[src/hw/crf_pkg.sv]
// Constants and carrier types for the CPU register file and flag word.
// Assumes a single 20 MHz clock and a datapath that sequences instructions.
package crf_pkg;
   localparam int ADDR_W         = 16;
   localparam int FETCH_W        = 24;
   localparam int GR_COUNT       = 8;
   localparam int GR_W           = 32;
   localparam int GR_SEL_W       = 3;
   localparam logic [2:0] STACK_REG = 3'h7;
   localparam int FLAG_MASK_BIT  = 7;
   localparam int FLAG_USR6_BIT  = 6;
   localparam int FLAG_HALF_BIT  = 5;
   localparam int FLAG_USR4_BIT  = 4;
   localparam int FLAG_SIGN_BIT  = 3;
   localparam int FLAG_ZERO_BIT  = 2;
   localparam int FLAG_OVF_BIT   = 1;
   localparam int FLAG_CARRY_BIT = 0;
   localparam int HALF_BIT_BYTE  = 4;
   localparam int HALF_BIT_WORD  = 12;
   localparam int HALF_BIT_LONG  = 28;
   localparam logic [7:0]  FLAG_RESET = 8'h80;
   localparam logic [23:0] FETCH_RESET = 24'h000000;

   typedef enum logic [1:0] {CRF_SZ_BYTE = 2'h0, CRF_SZ_WORD = 2'h1, CRF_SZ_LONG = 2'h2} crf_size_t;
   // Byte lane picks second_byte or bottom_byte, half picks upper or lower
   typedef enum logic [1:0] {CRF_PART_LOW = 2'h0, CRF_PART_HIGH = 2'h1} crf_part_t;
   typedef enum logic [2:0] {CRF_FOP_NONE = 3'h0, CRF_FOP_LOAD = 3'h1, CRF_FOP_AND = 3'h2,
                             CRF_FOP_OR = 3'h3, CRF_FOP_XOR = 3'h4} crf_fop_t;
   typedef enum logic [3:0] {CRF_CC_T = 4'h0, CRF_CC_F = 4'h1, CRF_CC_HI = 4'h2, CRF_CC_LS = 4'h3,
                             CRF_CC_CC = 4'h4, CRF_CC_CS = 4'h5, CRF_CC_NE = 4'h6, CRF_CC_EQ = 4'h7,
                             CRF_CC_VC = 4'h8, CRF_CC_VS = 4'h9, CRF_CC_PL = 4'hA, CRF_CC_MI = 4'hB,
                             CRF_CC_GE = 4'hC, CRF_CC_LT = 4'hD, CRF_CC_GT = 4'hE, CRF_CC_LE = 4'hF} crf_cond_t;
   typedef enum logic [2:0] {CRF_AR_ADD = 3'h0, CRF_AR_ADDX = 3'h1, CRF_AR_SUB = 3'h2,
                             CRF_AR_SUBX = 3'h3, CRF_AR_CMP = 3'h4, CRF_AR_NEG = 3'h5} crf_arith_t;
   // One-hot exception sequencer states
   typedef enum logic [2:0] {CRF_ST_RUN = 3'b001, CRF_ST_VEC = 3'b010, CRF_ST_EXC = 3'b100} crf_state_t;

   typedef struct packed {
      logic                wr_en;
      logic [GR_SEL_W-1:0] sel;
      crf_size_t           size;
      crf_part_t           part;
      logic [GR_W-1:0]     data;
   } crf_gr_wr_t;

   typedef struct packed {
      logic       valid;
      crf_arith_t op;
      crf_size_t  size;
      logic [GR_W-1:0] a;
      logic [GR_W-1:0] b;
      logic [7:0] upd_mask;
   } crf_arith_req_t;
endpackage

[src/hw/crf_core.sv]
// Register file, fetch counter and flag word of the CPU core.
// Assumes the datapath sequences instructions and supplies the reset vector word.
`timescale 1ns/1ps
module crf_core import crf_pkg::*; (
   input  wire logic                 sys_clk,
   input  wire logic                 rst,
   input  wire crf_gr_wr_t           gr_wr,
   input  wire logic [GR_SEL_W-1:0]  rd_sel,
   input  wire crf_size_t            rd_size,
   input  wire crf_part_t            rd_part,
   input  wire logic                 sp_wr_en,
   input  wire logic [GR_W-1:0]      sp_wr_data,
   input  wire logic                 pc_load,
   input  wire logic [FETCH_W-1:0]   pc_load_val,
   input  wire logic                 pc_step,
   input  wire logic                 vec_valid,
   input  wire logic [ADDR_W-1:0]    vec_data,
   input  wire logic                 exc_start,
   input  wire crf_arith_req_t       arith,
   input  wire crf_fop_t             flag_op,
   input  wire logic [7:0]           flag_imm,
   input  wire logic [7:0]           flag_set_val,
   input  wire logic [7:0]           flag_set_mask,
   input  wire crf_cond_t            cond_sel,
   input  wire logic                 irq_maskable,
   input  wire logic                 unmaskable_request,
   output logic [GR_W-1:0]           rd_data_q,
   output logic [GR_W-1:0]           stack_top_ptr_q,
   output logic [ADDR_W-1:0]         fetch_addr_q,
   output logic [FETCH_W-1:0]        next_fetch_addr_q,
   output logic [7:0]                flag_word_q,
   output logic                      cond_true_q,
   output logic                      irq_accept_q,
   output logic                      reset_busy_q
);
   logic [GR_W-1:0]    gr_q [GR_COUNT];
   logic [7:0]         flag_d;
   logic [FETCH_W-1:0] pc_d;
   crf_state_t         state_q;
   logic               res_half;
   logic [GR_W-1:0]    res;
   logic               res_zero;
   logic               res_sign;
   logic               res_c;
   logic               res_v;
   logic [GR_W:0]      sum;
   logic [GR_W-1:0]    bx;
   logic [GR_W-1:0]    ax;
   logic               cin;
   logic               is_sub;
   logic [GR_W-1:0]    rd_mux;
   logic               cc;

   // fetch on 64 kbyte space, word aligned
   always_ff @(posedge sys_clk) begin
      if (rst) begin
         fetch_addr_q <= {FETCH_RESET[ADDR_W-1:1], 1'b0};
      end else begin
         fetch_addr_q <= {pc_d[ADDR_W-1:1], 1'b0};
      end
   end

   // register writes by size and lane, then stack writes from calls and exceptions
   always_ff @(posedge sys_clk) begin
      if (rst) begin
         for (int i = 0; i < GR_COUNT; i++) begin
            gr_q[i] <= 32'h00000000;
         end
      end else begin
         if (gr_wr.wr_en) begin
            unique case (gr_wr.size)
               CRF_SZ_LONG: gr_q[gr_wr.sel] <= gr_wr.data;
               CRF_SZ_WORD: begin
                  if (gr_wr.part == CRF_PART_HIGH) begin
                     gr_q[gr_wr.sel][31:16] <= gr_wr.data[15:0];
                  end else begin
                     gr_q[gr_wr.sel][15:0] <= gr_wr.data[15:0];
                  end
               end
               default: begin
                  if (gr_wr.part == CRF_PART_HIGH) begin
                     gr_q[gr_wr.sel][15:8] <= gr_wr.data[7:0];
                  end else begin
                     gr_q[gr_wr.sel][7:0] <= gr_wr.data[7:0];
                  end
               end
            endcase
         end
         // Implicit stack update wins over an explicit write
         if (sp_wr_en) begin
            gr_q[STACK_REG] <= sp_wr_data;
         end
      end
   end

   // each read chooses its own width and lane
   always_comb begin
      rd_mux = 32'h00000000;
      unique case (rd_size)
         CRF_SZ_LONG: rd_mux = gr_q[rd_sel];
         CRF_SZ_WORD: rd_mux = {16'h0000, (rd_part == CRF_PART_HIGH) ? gr_q[rd_sel][31:16] : gr_q[rd_sel][15:0]};
         default:     rd_mux = {24'h000000, (rd_part == CRF_PART_HIGH) ? gr_q[rd_sel][15:8] : gr_q[rd_sel][7:0]};
      endcase
   end

   always_ff @(posedge sys_clk) begin
      if (rst) begin
         rd_data_q       <= 32'h00000000;
         stack_top_ptr_q <= 32'h00000000;
      end else begin
         rd_data_q       <= rd_mux;
         stack_top_ptr_q <= sp_wr_en ? sp_wr_data : gr_q[STACK_REG];
      end
   end

   // Reset exception sequencer: wait for the vector word
   always_ff @(posedge sys_clk) begin
      if (rst) begin
         state_q <= CRF_ST_VEC;
      end else begin
         unique case (state_q)
            CRF_ST_VEC: begin
               if (vec_valid) begin
                  state_q <= CRF_ST_RUN;
               end
            end
            CRF_ST_EXC: state_q <= CRF_ST_RUN;
            CRF_ST_RUN: begin
               if (exc_start) begin
                  state_q <= CRF_ST_EXC;
               end
            end
            default:    state_q <= CRF_ST_VEC;
         endcase
      end
   end

   // Busy until the vector word has been taken
   always_ff @(posedge sys_clk) begin
      if (rst) begin
         reset_busy_q <= 1'b1;
      end else begin
         reset_busy_q <= (state_q == CRF_ST_VEC) && !vec_valid;
      end
   end

   // fetch counter and vector load
   // Jumps and steps offered before the vector arrives are dropped
   always_comb begin
      pc_d = next_fetch_addr_q;
      if (state_q == CRF_ST_VEC) begin
         if (vec_valid) begin
            pc_d = {8'h00, vec_data};
         end
      end else if (pc_load) begin
         pc_d = pc_load_val;
      end else if (pc_step) begin
         pc_d = next_fetch_addr_q + 24'h000002;
      end
   end

   always_ff @(posedge sys_clk) begin
      if (rst) begin
         next_fetch_addr_q <= FETCH_RESET;
      end else begin
         next_fetch_addr_q <= pc_d;
      end
   end

   // Arithmetic flag generation; adder shared by all sizes
   always_comb begin
      is_sub = (arith.op != CRF_AR_ADD) && (arith.op != CRF_AR_ADDX);
      // Negate adds to zero, so the carry terms must see zero as well
      ax     = (arith.op == CRF_AR_NEG) ? 32'h00000000 : arith.a;
      cin    = 1'b0;
      bx     = arith.b;
      if (arith.op == CRF_AR_ADDX) begin
         cin = flag_word_q[FLAG_CARRY_BIT];
      end
      if (is_sub) begin
         bx  = ~arith.b;
         cin = (arith.op == CRF_AR_SUBX) ? ~flag_word_q[FLAG_CARRY_BIT] : 1'b1;
      end
      sum = {1'b0, ax} + {1'b0, bx} + {32'h00000000, cin};
      res = sum[GR_W-1:0];
      unique case (arith.size)
         CRF_SZ_BYTE: begin
            res_half = sum[HALF_BIT_BYTE] ^ ax[HALF_BIT_BYTE] ^ bx[HALF_BIT_BYTE];
            res_c    = sum[8] ^ ax[8] ^ bx[8];
            res_zero = (res[7:0] == 8'h00);
            res_sign = res[7];
            res_v    = (ax[7] == bx[7]) && (res[7] != ax[7]);
         end
         CRF_SZ_WORD: begin
            res_half = sum[HALF_BIT_WORD] ^ ax[HALF_BIT_WORD] ^ bx[HALF_BIT_WORD];
            res_c    = sum[16] ^ ax[16] ^ bx[16];
            res_zero = (res[15:0] == 16'h0000);
            res_sign = res[15];
            res_v    = (ax[15] == bx[15]) && (res[15] != ax[15]);
         end
         default: begin
            res_half = sum[HALF_BIT_LONG] ^ ax[HALF_BIT_LONG] ^ bx[HALF_BIT_LONG];
            res_c    = sum[GR_W];
            res_zero = (res == 32'h00000000);
            res_sign = res[31];
            res_v    = (ax[31] == bx[31]) && (res[31] != ax[31]);
         end
      endcase
      // Subtraction flags report a borrow, the inverse of the adder carry
      if (is_sub) begin
         res_half = ~res_half;
         res_c    = ~res_c;
      end
   end

   // Flag word next value, exceptions last so the mask cannot be lost
   always_comb begin
      flag_d = flag_word_q;
      // only flags named in the mask change
      // zero and sign from the result
      if (arith.valid) begin
         if (arith.upd_mask[FLAG_HALF_BIT]) begin
            flag_d[FLAG_HALF_BIT] = res_half;
         end
         if (arith.upd_mask[FLAG_SIGN_BIT]) begin
            flag_d[FLAG_SIGN_BIT] = res_sign;
         end
         if (arith.upd_mask[FLAG_ZERO_BIT]) begin
            flag_d[FLAG_ZERO_BIT] = res_zero;
         end
         if (arith.upd_mask[FLAG_OVF_BIT]) begin
            flag_d[FLAG_OVF_BIT] = res_v;
         end
         if (arith.upd_mask[FLAG_CARRY_BIT]) begin
            flag_d[FLAG_CARRY_BIT] = res_c;
         end
      end
      // Other instructions hand over chosen flags directly
      flag_d = (flag_d & ~flag_set_mask) | (flag_set_val & flag_set_mask);
      // flag ops reach every bit, user bits included
      unique case (flag_op)
         CRF_FOP_LOAD: flag_d = flag_imm;
         CRF_FOP_AND:  flag_d = flag_word_q & flag_imm;
         CRF_FOP_OR:   flag_d = flag_word_q | flag_imm;
         CRF_FOP_XOR:  flag_d = flag_word_q ^ flag_imm;
         default:      flag_d = flag_d;
      endcase
      if (exc_start) begin
         flag_d[FLAG_MASK_BIT] = 1'b1;
      end
   end

   // reset sets only the mask bit
   // Other bits keep their value, so they stay unknown until software loads them
   always_ff @(posedge sys_clk) begin
      if (rst) begin
         flag_word_q <= {1'b1, flag_word_q[FLAG_MASK_BIT-1:0]};
      end else begin
         flag_word_q <= flag_d;
      end
   end

   // branch conditions from sign, zero, overflow, carry
   always_comb begin
      unique case (cond_sel)
         CRF_CC_T:  cc = 1'b1;
         CRF_CC_F:  cc = 1'b0;
         CRF_CC_HI: cc = !(flag_word_q[FLAG_CARRY_BIT] | flag_word_q[FLAG_ZERO_BIT]);
         CRF_CC_LS: cc = flag_word_q[FLAG_CARRY_BIT] | flag_word_q[FLAG_ZERO_BIT];
         CRF_CC_CC: cc = !flag_word_q[FLAG_CARRY_BIT];
         CRF_CC_CS: cc = flag_word_q[FLAG_CARRY_BIT];
         CRF_CC_NE: cc = !flag_word_q[FLAG_ZERO_BIT];
         CRF_CC_EQ: cc = flag_word_q[FLAG_ZERO_BIT];
         CRF_CC_VC: cc = !flag_word_q[FLAG_OVF_BIT];
         CRF_CC_VS: cc = flag_word_q[FLAG_OVF_BIT];
         CRF_CC_PL: cc = !flag_word_q[FLAG_SIGN_BIT];
         CRF_CC_MI: cc = flag_word_q[FLAG_SIGN_BIT];
         CRF_CC_GE: cc = !(flag_word_q[FLAG_SIGN_BIT] ^ flag_word_q[FLAG_OVF_BIT]);
         CRF_CC_LT: cc = flag_word_q[FLAG_SIGN_BIT] ^ flag_word_q[FLAG_OVF_BIT];
         CRF_CC_GT: cc = !(flag_word_q[FLAG_ZERO_BIT] | (flag_word_q[FLAG_SIGN_BIT] ^ flag_word_q[FLAG_OVF_BIT]));
         CRF_CC_LE: cc = flag_word_q[FLAG_ZERO_BIT] | (flag_word_q[FLAG_SIGN_BIT] ^ flag_word_q[FLAG_OVF_BIT]);
      endcase
   end

   always_ff @(posedge sys_clk) begin
      if (rst) begin
         cond_true_q <= 1'b0;
      end else begin
         cond_true_q <= cc;
      end
   end

   always_ff @(posedge sys_clk) begin
      if (rst) begin
         irq_accept_q <= 1'b0;
      end else begin
         irq_accept_q <= (state_q == CRF_ST_RUN) &&
                         (unmaskable_request || (irq_maskable && !flag_word_q[FLAG_MASK_BIT]));
      end
   end
endmodule // crf_core

[config.mk]
export PLATFORM = sky130hd
export DESIGN_NAME = crf_core
export DESIGN_NICKNAME = d
export VERILOG_FILES = /design/src/hw/crf_pkg.sv /design/src/hw/crf_core.sv
export SDC_FILE = /design/constraint.sdc
export NUM_CORES = 1
export LEC_CHECK = 0
export BUFFER_PORTS_ARGS = -buffer_cell sky130_fd_sc_hd__buf_2
export CAP_MARGIN = 20
export CORE_AREA = 2 2 283 285
export CTS_BUF_LIST = sky130_fd_sc_hd__clkbuf_16
export CTS_CLUSTER_SIZE = 8
export DETAILED_ROUTE_END_ITERATION = 12
export DIE_AREA = 0 0 285 287
export GPL_ROUTABILITY_DRIVEN = 0
export HOLD_SLACK_MARGIN = 0.03
export PLACE_DENSITY = 0.52
export SYNTH_ARGS = -nofsm -noshare
export SYNTH_HDL_FRONTEND = slang
export SYNTH_SLANG_ARGS = --single-unit
[constraint.sdc]
create_clock -name sys_clk -period 9.9 [get_ports sys_clk]
set_input_delay 2.475 -clock sys_clk [delete_from_list [all_inputs] [get_ports sys_clk]]
set_output_delay 2.475 -clock sys_clk [all_outputs]
set_load 0.005 [all_outputs]
==> results of run 1 <==
state kept, by name, summed over array words and instances (netlist names), named ones only:
| signal | cells |
|---|---|
| rd_data_q | 32 |
| gr_q | 256 |
| reset_busy_q | 1 |
| state_q | 3 |
| cond_true_q | 1 |
| next_fetch_addr_q | 24 |
| irq_accept_q | 1 |
| stack_top_ptr_q | 32 |
worst paths after layout:
check	slack, ns	endpoint	from
worst max register to register	5.73	register	register
worst min-delay path	0.49	state_q[2]$_SDFFE_PP0P_	state_q[2]$_SDFFE_PP0P_
worst min register to register	0.49	state_q[2]$_SDFFE_PP0P_	state_q[2]$_SDFFE_PP0P_
worst max-delay path	3.43	register	arith[75]
cells in the final DEF (no fill, tap or decap), drive strengths merged, types with 9 or more instances in the layout:
| cell type | Yosys | final |
|---|---|---|
| buf | 44 | 364 |
| nor2 | 315 | 315 |
| edfxtp | 231 | 231 |
| nand2 | 138 | 138 |
| dfxtp | 127 | 127 |
| and2 | 90 | 90 |
| mux2i | 78 | 78 |
| inv | 38 | 76 |
| o21ai | 76 | 76 |
| a21oi | 70 | 70 |
| mux4 | 64 | 64 |
| xnor2 | 58 | 58 |
| ha | 52 | 52 |
| clkbuf | 71 | 52 |
| xor2 | 26 | 26 |
| nand3 | 25 | 25 |
| mux2 | 25 | 25 |
| a22oi | 25 | 25 |
| nor3 | 25 | 25 |
| nand2b | 22 | 22 |
| nor2b | 22 | 22 |
| a21o | 16 | 16 |
| and3 | 15 | 15 |
| nand4 | 14 | 14 |
| or2 | 13 | 13 |
| o21a | 12 | 12 |
| o22a | 11 | 11 |
| a311oi | 11 | 11 |
| a211oi | 9 | 9 |
area by class of cell:
| type | count | area, um^2 |
|---|---|---|
| Timing Repair Buffer | 364 | 1910 |
| Sequential cell | 358 | 9480 |
| Multi-Input combinational cell | 1323 | 9340 |
| Tap cell | 1050 | 1310 |
| Clock inverter | 41 | 198 |
| Inverter | 38 | 143 |
| Clock buffer | 52 | 1300 |
| Antenna cell | 5 | 12.5 |
| Fill cell | 8205 | 54900 |
cells by family after synthesis:
family | share of synthesized area (%)
simple gates | 17.1
flops | 48.7
compound gates | 10.4
mux | 12.9
buf+inv | 3.39
xor+xnor | 4.04
fa+ha+maj | 3.55
other cells | 0.0193
routing by layer:
metal / vias up / wire [um] / global-route usage, %
met1: 7601 / 26700 / 19.4
met3: 123 / 5310 / 3.83
met4: 18 / 2550 / 6.36
met2: 615 / 31900 / 26.9
li1: 7248 / - / -
met5: - / 114 / 0
critical path, delay by kind of cell:
kind | cells | cell delay [ns]
and+or+nand+nor | 4 | 1.58
AOI/OAI and AO/OA | 7 | 2.02
adders and majority gates | 2 | 0.66
buffers and inverters | 2 | 0.19
through the flow:
step / std cells / utilization [%] / worst slack (ns) / cell area, um^2
6_report: 3231 / 30.1 / 3.43 / 23700
4_1_cts: 3223 / 30.0 / 3.41 / 23600
3_5_place_dp: 3130 / 28.1 / 2.77 / 22100
3_3_place_gp: 3129 / 28.1 / 2.82 / 22100
5_1_grt: 3227 / 30.1 / 3.07 / 23700
2_1_floorplan: 1834 / - / 3.40 / 19500
where the power goes:
group          total, mW  internal (mW)  switching (mW)
clock               1.62          0.941           0.682
combinational      0.759          0.317           0.443
sequential          1.73           1.68          0.0472
total               4.11           2.94            1.17
==> flow_summary.yaml, run 1 <==
setup_path:
  path_cells: "buf_2 > nand3b_1 > nand2_1 > fa_1 > inv_1 > fa_1 > a21o_4 > a221o_1 > a31oi_4 > nand2_4 > a221o_1 > a311oi_2 > o2111ai_1 > nor4b_2 > o21a_1"
  cp.required_ns: 10.37
  ff2ff_path_depth: 15
  cpPeakStageDelay_ns: 0.75
  worst_ep_arrival_time_ns: 6.94
  cpMaxStageDelayCell: "nand3b_1"
  cp-start-kind: "input pin"
  worstPathMaxFanout: 32
  criticalPathCategory: "input pin to register"
  endpoint_kind: "register"
route:
  viasPerCell: 4.83
  postRouteAntennaNets: 0
  wl_mm: 66.6
  drt-initial-drc-count: 1038
  avgRoutedWirePerCell_um: 20.6
  drt_pass1_iterations: 5
  via_count: 15600
  drc: 0
clock_tree:
  post_cts_resized: 0
  cts_setup_buffers: 0
  cts_made_buffers: 51
  cts_max_level: 2
  holdBufCountCts: 0
  cts_tree: "done"
  clock_latency_ns: 0.61
  cts_sinks: 358
  cts-root-buf: "clkbuf_16"
  clockBufferDepth: 3
  path_clk_slew_ns: 0.06
sta:
  whs_ns: 0.494
  hold_violations: 0
  tns_ns: 0
  slew_viol_final: 0
  finalCritPeriodShare_pct: 65.3
  finalSetupViolations: 0
  clock_skew_ns: 0.0251
  period_needed_ns: 6.47
  max_slew_margin_pct: 24.5
  worstMarginPinSlew_ns: 1.10
  rsz0062_at_grt: "no"
  fmax_ghz: 0.155
die:
  initial_core_util_pct: 24.8
  pin_count: 352
  core_region_area_um2: 78600
  rows: 103
  die_x_um: 285
  die_area_um2: 81800
  chipHeight_um: 287
yosys:
  ys_ff_latch: 358
  netlist_area_um2: 19500
  synth_nets: 2125
  synth-edff-count: 231
  synth_common_cells: "nor2_1, edfxtp_1, nand2_1, dfxtp_1, and2_1"
  synth_seq_area_share_pct: 48.7
  syn_area_per_cell_um2: 10.6
  synth_top_cell_by_area: "edfxtp_1"
  yosysMostFrequentCell: "nor2_1"
  ys_warn_count: 0
  async_flop_share_pct: 0
  ys_top_cells_by_area: "edfxtp_1, dfxtp_1, mux4_2, nor2_1, mux2i_1"
  synth-main-ff-cell: "edfxtp_1"
  synth.top_cell.area_share_pct: 35.6
  ys_types: 78
  synth_cells: 1834
pwr:
  p_leak_nw: 9.71
  power.total_mw: 4.11
  vdd_drop_max_mv: 0.127
  power_density_nw_per_um2: 174
final_layout:
  layout.nets: 2427
  drive_gt1_share_pct: 24.6
  area_growth_pct: 21.7
min_path:
  holdPathStages: 1
  hp-class: "register to register"
grt:
  grt.overflow.total: 0
  antenna_found_initial: 14
  grt_max_degree: 57
  grt_pass1_wl_mm: 98.5
  track_usage_pct: 15.9
  grt_pass1_vias: 15700
placed_design:
  portBuffers: 347
  dpl.hpwl_mm: 49.1
status:
  status: "completed"
flow_run:
  max-cap-violations: 0
Power figures use the tool's default switching activity.
==> inputs of run 2 (changes only) <==
Settings changed: PLACE_DENSITY 0.52 to 0.53.
Clock period 9.9 ns to 5.95 ns, I/O delays scaled along.
==> flow_summary.yaml, run 2 (synthesis gave the netlist of run 1 again) <==
die:
  chipHeight_um: 287
  die_area_um2: 81800
  initial_core_util_pct: 24.8
  rows: 103
  core_region_area_um2: 78600
  die_x_um: 285
  pin_count: 352
clock_tree:
  clockBufferDepth: 3
  holdBufCountCts: 0
  clock_latency_ns: 0.60
  path_clk_slew_ns: 0.05
  cts_tree: "done"
  post_cts_resized: 0
  cts_setup_buffers: 0
  cts-root-buf: "clkbuf_16"
  cts_sinks: 358
  cts_made_buffers: 53
  cts_max_level: 2
sta:
  fmax_ghz: 0.212
  clock_skew_ns: 0.0267
  max_slew_margin_pct: 29.6
  hold_violations: 0
  rsz0062_at_grt: "no"
  finalSetupViolations: 0
  tns_ns: 0
  period_needed_ns: 4.73
  finalCritPeriodShare_pct: 79.5
  slew_viol_final: 0
  worstMarginPinSlew_ns: 1.05
pwr:
  power_frac_clock_pct: 40.6
  power_density_nw_per_um2: 293
  p_int_mw: 5.01
  seq_power_share_pct: 41.1
  p_sw_share_pct: 28.4
  switching_power_mw: 1.99
  vdd_drop_max_mv: 0.210
  p_comb_share_pct: 18.3
  p_leak_nw: 9.80
final_layout:
  layout.nets: 2439
  mostFrequentLayoutCells: "buf_2, nor2_1, edfxtp_1"
  largest-register: "gr_q"
  finalNonFillerCells: 3243
  drive_gt1_share_pct: 25.1
  final_common_cell: "buf_2"
  largest_reg_flops: 256
  design_area_um2: 23900
  largest_registers: "gr_q (256), rd_data_q (32), stack_top_ptr_q (32)"
  area_growth_pct: 22.8
route:
  drc: 0
  viasPerCell: 4.87
  avgRoutedWirePerCell_um: 20.7
  postRouteAntennaNets: 0
  drt-initial-drc-count: 1246
  drt_pass1_iterations: 7
  via_count: 15800
  wl_mm: 67.2
flow_run:
  max-cap-violations: 0
setup_path:
  criticalPathCategory: "input pin to register"
  ff2ff_path_depth: 15
  rrSetupSlack_ns: 1.73
  worst_ep_arrival_time_ns: 5.20
  cp-start-kind: "input pin"
  endpoint_kind: "register"
  cp.required_ns: 6.43
  worstPathMaxFanout: 9
grt:
  grt_pass1_wl_mm: 98.8
  track_usage_pct: 15.9
  grt_max_degree: 57
  grt_pass1_vias: 16000
  grt.overflow.total: 0
  antenna_found_initial: 3
min_path:
  hold_start: "state_q[2]$_SDFFE_PP0P_"
  hp-class: "register to register"
  holdPathEnd: "state_q[2]$_SDFFE_PP0P_"
  holdPathStages: 1
placed_design:
  portBuffers: 347
  dpl.hpwl_mm: 49.4
  dpl-instance-area_um2: 22200
  dp.cells: 3140
status:
  status: "completed"
-- run 2: cell types whose count changed in the layout (fill, tap and decap cells not counted), moves of 2 or more --
cell	before	now
clkinv_1	1	3
buf_4	15	24
clkbuf_16	52	54
inv_1	74	71
diode_2	5	3
-- run 2: worst max-delay path by stage --
| stage | slack (ns) | endpoint | from | cells past startpoint |
|---|---|---|---|---|
| final | 1.22 | register | arith[75] | 15 |
| after global routing | 1.01 | register | arith[75] | 14 |
| after CTS | 1.24 | register | arith[75] | 15 |
| after detailed placement | 0.58 | register | arith[75] | 15 |
| after global placement | 0.60 | register | arith[75] | 15 |
| after floorplan | 0.44 | register | arith[75] | 15 |
-- run 2: power groups by stage --
stage	combinational [mW]	sequential [mW]	clock [mW]
detailed placement	1.27	2.93	0
floorplan	0.838	2.90	0
finish	1.28	2.88	2.84
global placement	1.26	2.92	0
global route	1.40	2.89	3.03
CTS	1.28	2.88	2.91
-- run 2: metal layers --
| metal | vias up | wire length (um) | GRT usage [%] |
|---|---|---|---|
| met3 | 103 | 4730 | 2.52 |
| met4 | 2 | 1740 | 4.96 |
| li1 | 7268 | - | - |
| met2 | 704 | 32800 | 27.6 |
| met5 | - | 13 | 0 |
| met1 | 7702 | 27900 | 20.1 |
-- run 2: area by class of cell --
| class | instances | area [um^2] |
|---|---|---|
| fillers | 8215 | 54700 |
| clock inverters | 43 | 264 |
| well taps | 1050 | 1310 |
| repair buffers | 374 | 2010 |
| multi-input cells | 1323 | 9340 |
| diodes | 3 | 7.51 |
| clock buffers | 54 | 1350 |
| flip-flops and latches | 358 | 9480 |
| inverters | 38 | 143 |
-- run 2: metrics by stage --
stage          power [mW]  worst slack (ns)  utilization [%]  hold slack (ns)
2_1_floorplan        3.74             0.441                -            0.446
3_3_place_gp         4.18             0.604             28.2            0.472
3_5_place_dp         4.20             0.584             28.3            0.474
4_1_cts              7.07              1.24             30.3            0.482
5_1_grt              7.32              1.01             30.4            0.496
6_report             7.00              1.22             30.4            0.480
-- run 2: critical path, stage by stage --
cell,delay (ns)
buf_2,0.13
nor2_4,0.14
xor2_1,0.22
fa_1,0.23
inv_1,0.06
fa_1,0.42
a21o_4,0.25
a221o_1,0.37
a31oi_4,0.36
nand2_4,0.12
a221o_1,0.44
a311oi_2,0.27
o2111ai_1,0.17
nor4b_2,0.38
o21a_1,0.15
==> inputs of run 3 (changes only) <==
Settings changed: PLACE_DENSITY 0.53 to 0.52.
Clock period 5.95 ns to 4.58 ns, I/O delays scaled along.
==> flow_summary.yaml, run 3 (synthesis gave the netlist of run 1 again) <==
sta:
  rsz0062_at_grt: "no"
  clock_skew_ns: 0.0359
  tns_ns: 0
  finalSetupViolations: 0
  slew_viol_final: 0
  max_slew_margin_pct: 27.3
  setup_ws_ns: 0.328
  finalCritPeriodShare_pct: 92.8
  hold_violations: 0
  worstMarginPinSlew_ns: 1.09
  fmax_ghz: 0.235
  whs_ns: 0.502
  period_needed_ns: 4.25
route:
  postRouteAntennaNets: 0
  avgRoutedWirePerCell_um: 19.9
  viasPerCell: 4.75
  wl_mm: 67.2
  drt_pass1_iterations: 5
  drc: 0
  via_count: 16000
  drt-initial-drc-count: 1206
grt:
  grt_pass1_wl_mm: 99.5
  grt_max_degree: 55
  track_usage_pct: 15.9
  grt.overflow.total: 0
  grt_pass1_vias: 16300
  antenna_found_initial: 14
clock_tree:
  clockBufferDepth: 3
  cts_made_buffers: 52
  cts-root-buf: "clkbuf_16"
  cts_max_level: 2
  cts_sinks: 358
  holdBufCountCts: 0
  clock_latency_ns: 0.60
  cts_setup_buffers: 0
  path_clk_slew_ns: 0.05
  cts_tree: "done"
  post_cts_resized: 0
setup_path:
  cpMaxStageDelayCell: "nor4_1"
  cpPeakStageDelay_ns: 0.47
  ff2ff_path_depth: 17
  worst_ep_arrival_time_ns: 4.72
  cp.required_ns: 5.04
  worstPathMaxFanout: 18
  criticalPathCategory: "input pin to register"
  endpoint_kind: "register"
  path_cells: "buf_2 > nor2_4 > buf_4 > buf_12 > buf_12 > xnor2_1 > ha_1 > a21o_1 > a21oi_1 > o22ai_1 > nor4_1 > o211ai_1 > nor4_1 > o2111ai_1 > nor4b_2 > buf_4 > o21a_1"
  rrSetupSlack_ns: 0.78
  cp-start-kind: "input pin"
final_layout:
  largest-register: "gr_q"
  mostFrequentLayoutCells: "buf_2, nor2_1, edfxtp_1"
  drive_gt1_share_pct: 29.4
  design_area_um2: 24900
  area_growth_pct: 27.8
  utilization_pct: 31.6
  largest_registers: "gr_q (256), rd_data_q (32), stack_top_ptr_q (32)"
  largest_reg_flops: 256
  finalNonFillerCells: 3374
  final_common_cell: "buf_2"
  layout.nets: 2571
placed_design:
  dp.cells: 3276
  place_ws_ns: -0.228
  portBuffers: 347
  dpl.hpwl_mm: 51.1
  dpl-instance-area_um2: 23300
pwr:
  p_leak_nw: 10.4
  vdd_drop_max_mv: 0.271
  power.total_mw: 9.25
  power_density_nw_per_um2: 372
status:
  status: "completed"
min_path:
  hp-class: "register to register"
  holdPathEnd: "next_fetch_addr_q[0]$_SDFFE_PP0P_"
  hold_start: "next_fetch_addr_q[0]$_SDFFE_PP0P_"
  holdPathStages: 2
flow_run:
  max-cap-violations: 0
die:
  die_area_um2: 81800
  pin_count: 352
  core_region_area_um2: 78600
  initial_core_util_pct: 24.8
  die_x_um: 285
  rows: 103
  chipHeight_um: 287
## run 3: changes by cell type in the layout (fill, tap and decap cells not counted), sizes merged
| cell | before | now |
|---|---|---|
| bufinv | 1 | 2 |
| diode | 3 | 6 |
| clkinv | 8 | 5 |
| clkbuf | 54 | 52 |
| inv | 72 | 71 |
| buf | 374 | 507 |
## run 3: layer usage
| metal | track usage, % | share of wire (%) | up-vias |
|---|---|---|---|
| li1 | - | - | 7530 |
| met1 | 19.8 | 41 | 7731 |
| met2 | 27.9 | 49 | 642 |
| met3 | 3.25 | 7.6 | 122 |
| met4 | 4.35 | 2.7 | 6 |
| met5 | 0 | 0.052 | - |
## run 3: worst max-delay path: cells and delay by family
family,cells,cell delay (ns)
adder cells (fa/ha/maj),1,0.29
buffers and inverters,5,0.79
AND/OR/NAND/NOR,4,1.24
XOR/XNOR,1,0.15
AO/OA/AOI/OAI,6,1.10
## run 3: worst max path at each step
stage,start,cells after the start,to
2_1_floorplan,arith[76],15,register
3_3_place_gp,arith[76],17,register
3_5_place_dp,arith[76],17,register
4_1_cts,arith[76],17,register
5_1_grt,arith[76],17,register
6_report,arith[76],17,register
## run 3: layout make-up
| class | count | area, um^2 |
|---|---|---|
| well taps | 1050 | 1310 |
| clock inverters | 40 | 274 |
| fillers | 8062 | 53700 |
| repair buffers | 507 | 3010 |
| diodes | 6 | 15.0 |
| flip-flops and latches | 358 | 9480 |
| inverters | 38 | 143 |
| multi-input cells | 1323 | 9350 |
| clock buffers | 52 | 1300 |
## run 3: report_power, final
part           total, mW  internal [mW]  switching (mW)
Sequential          3.74           3.63           0.104
Combinational       1.87          0.851            1.02
Clock               3.64           2.16            1.48
Total               9.25           6.64            2.60
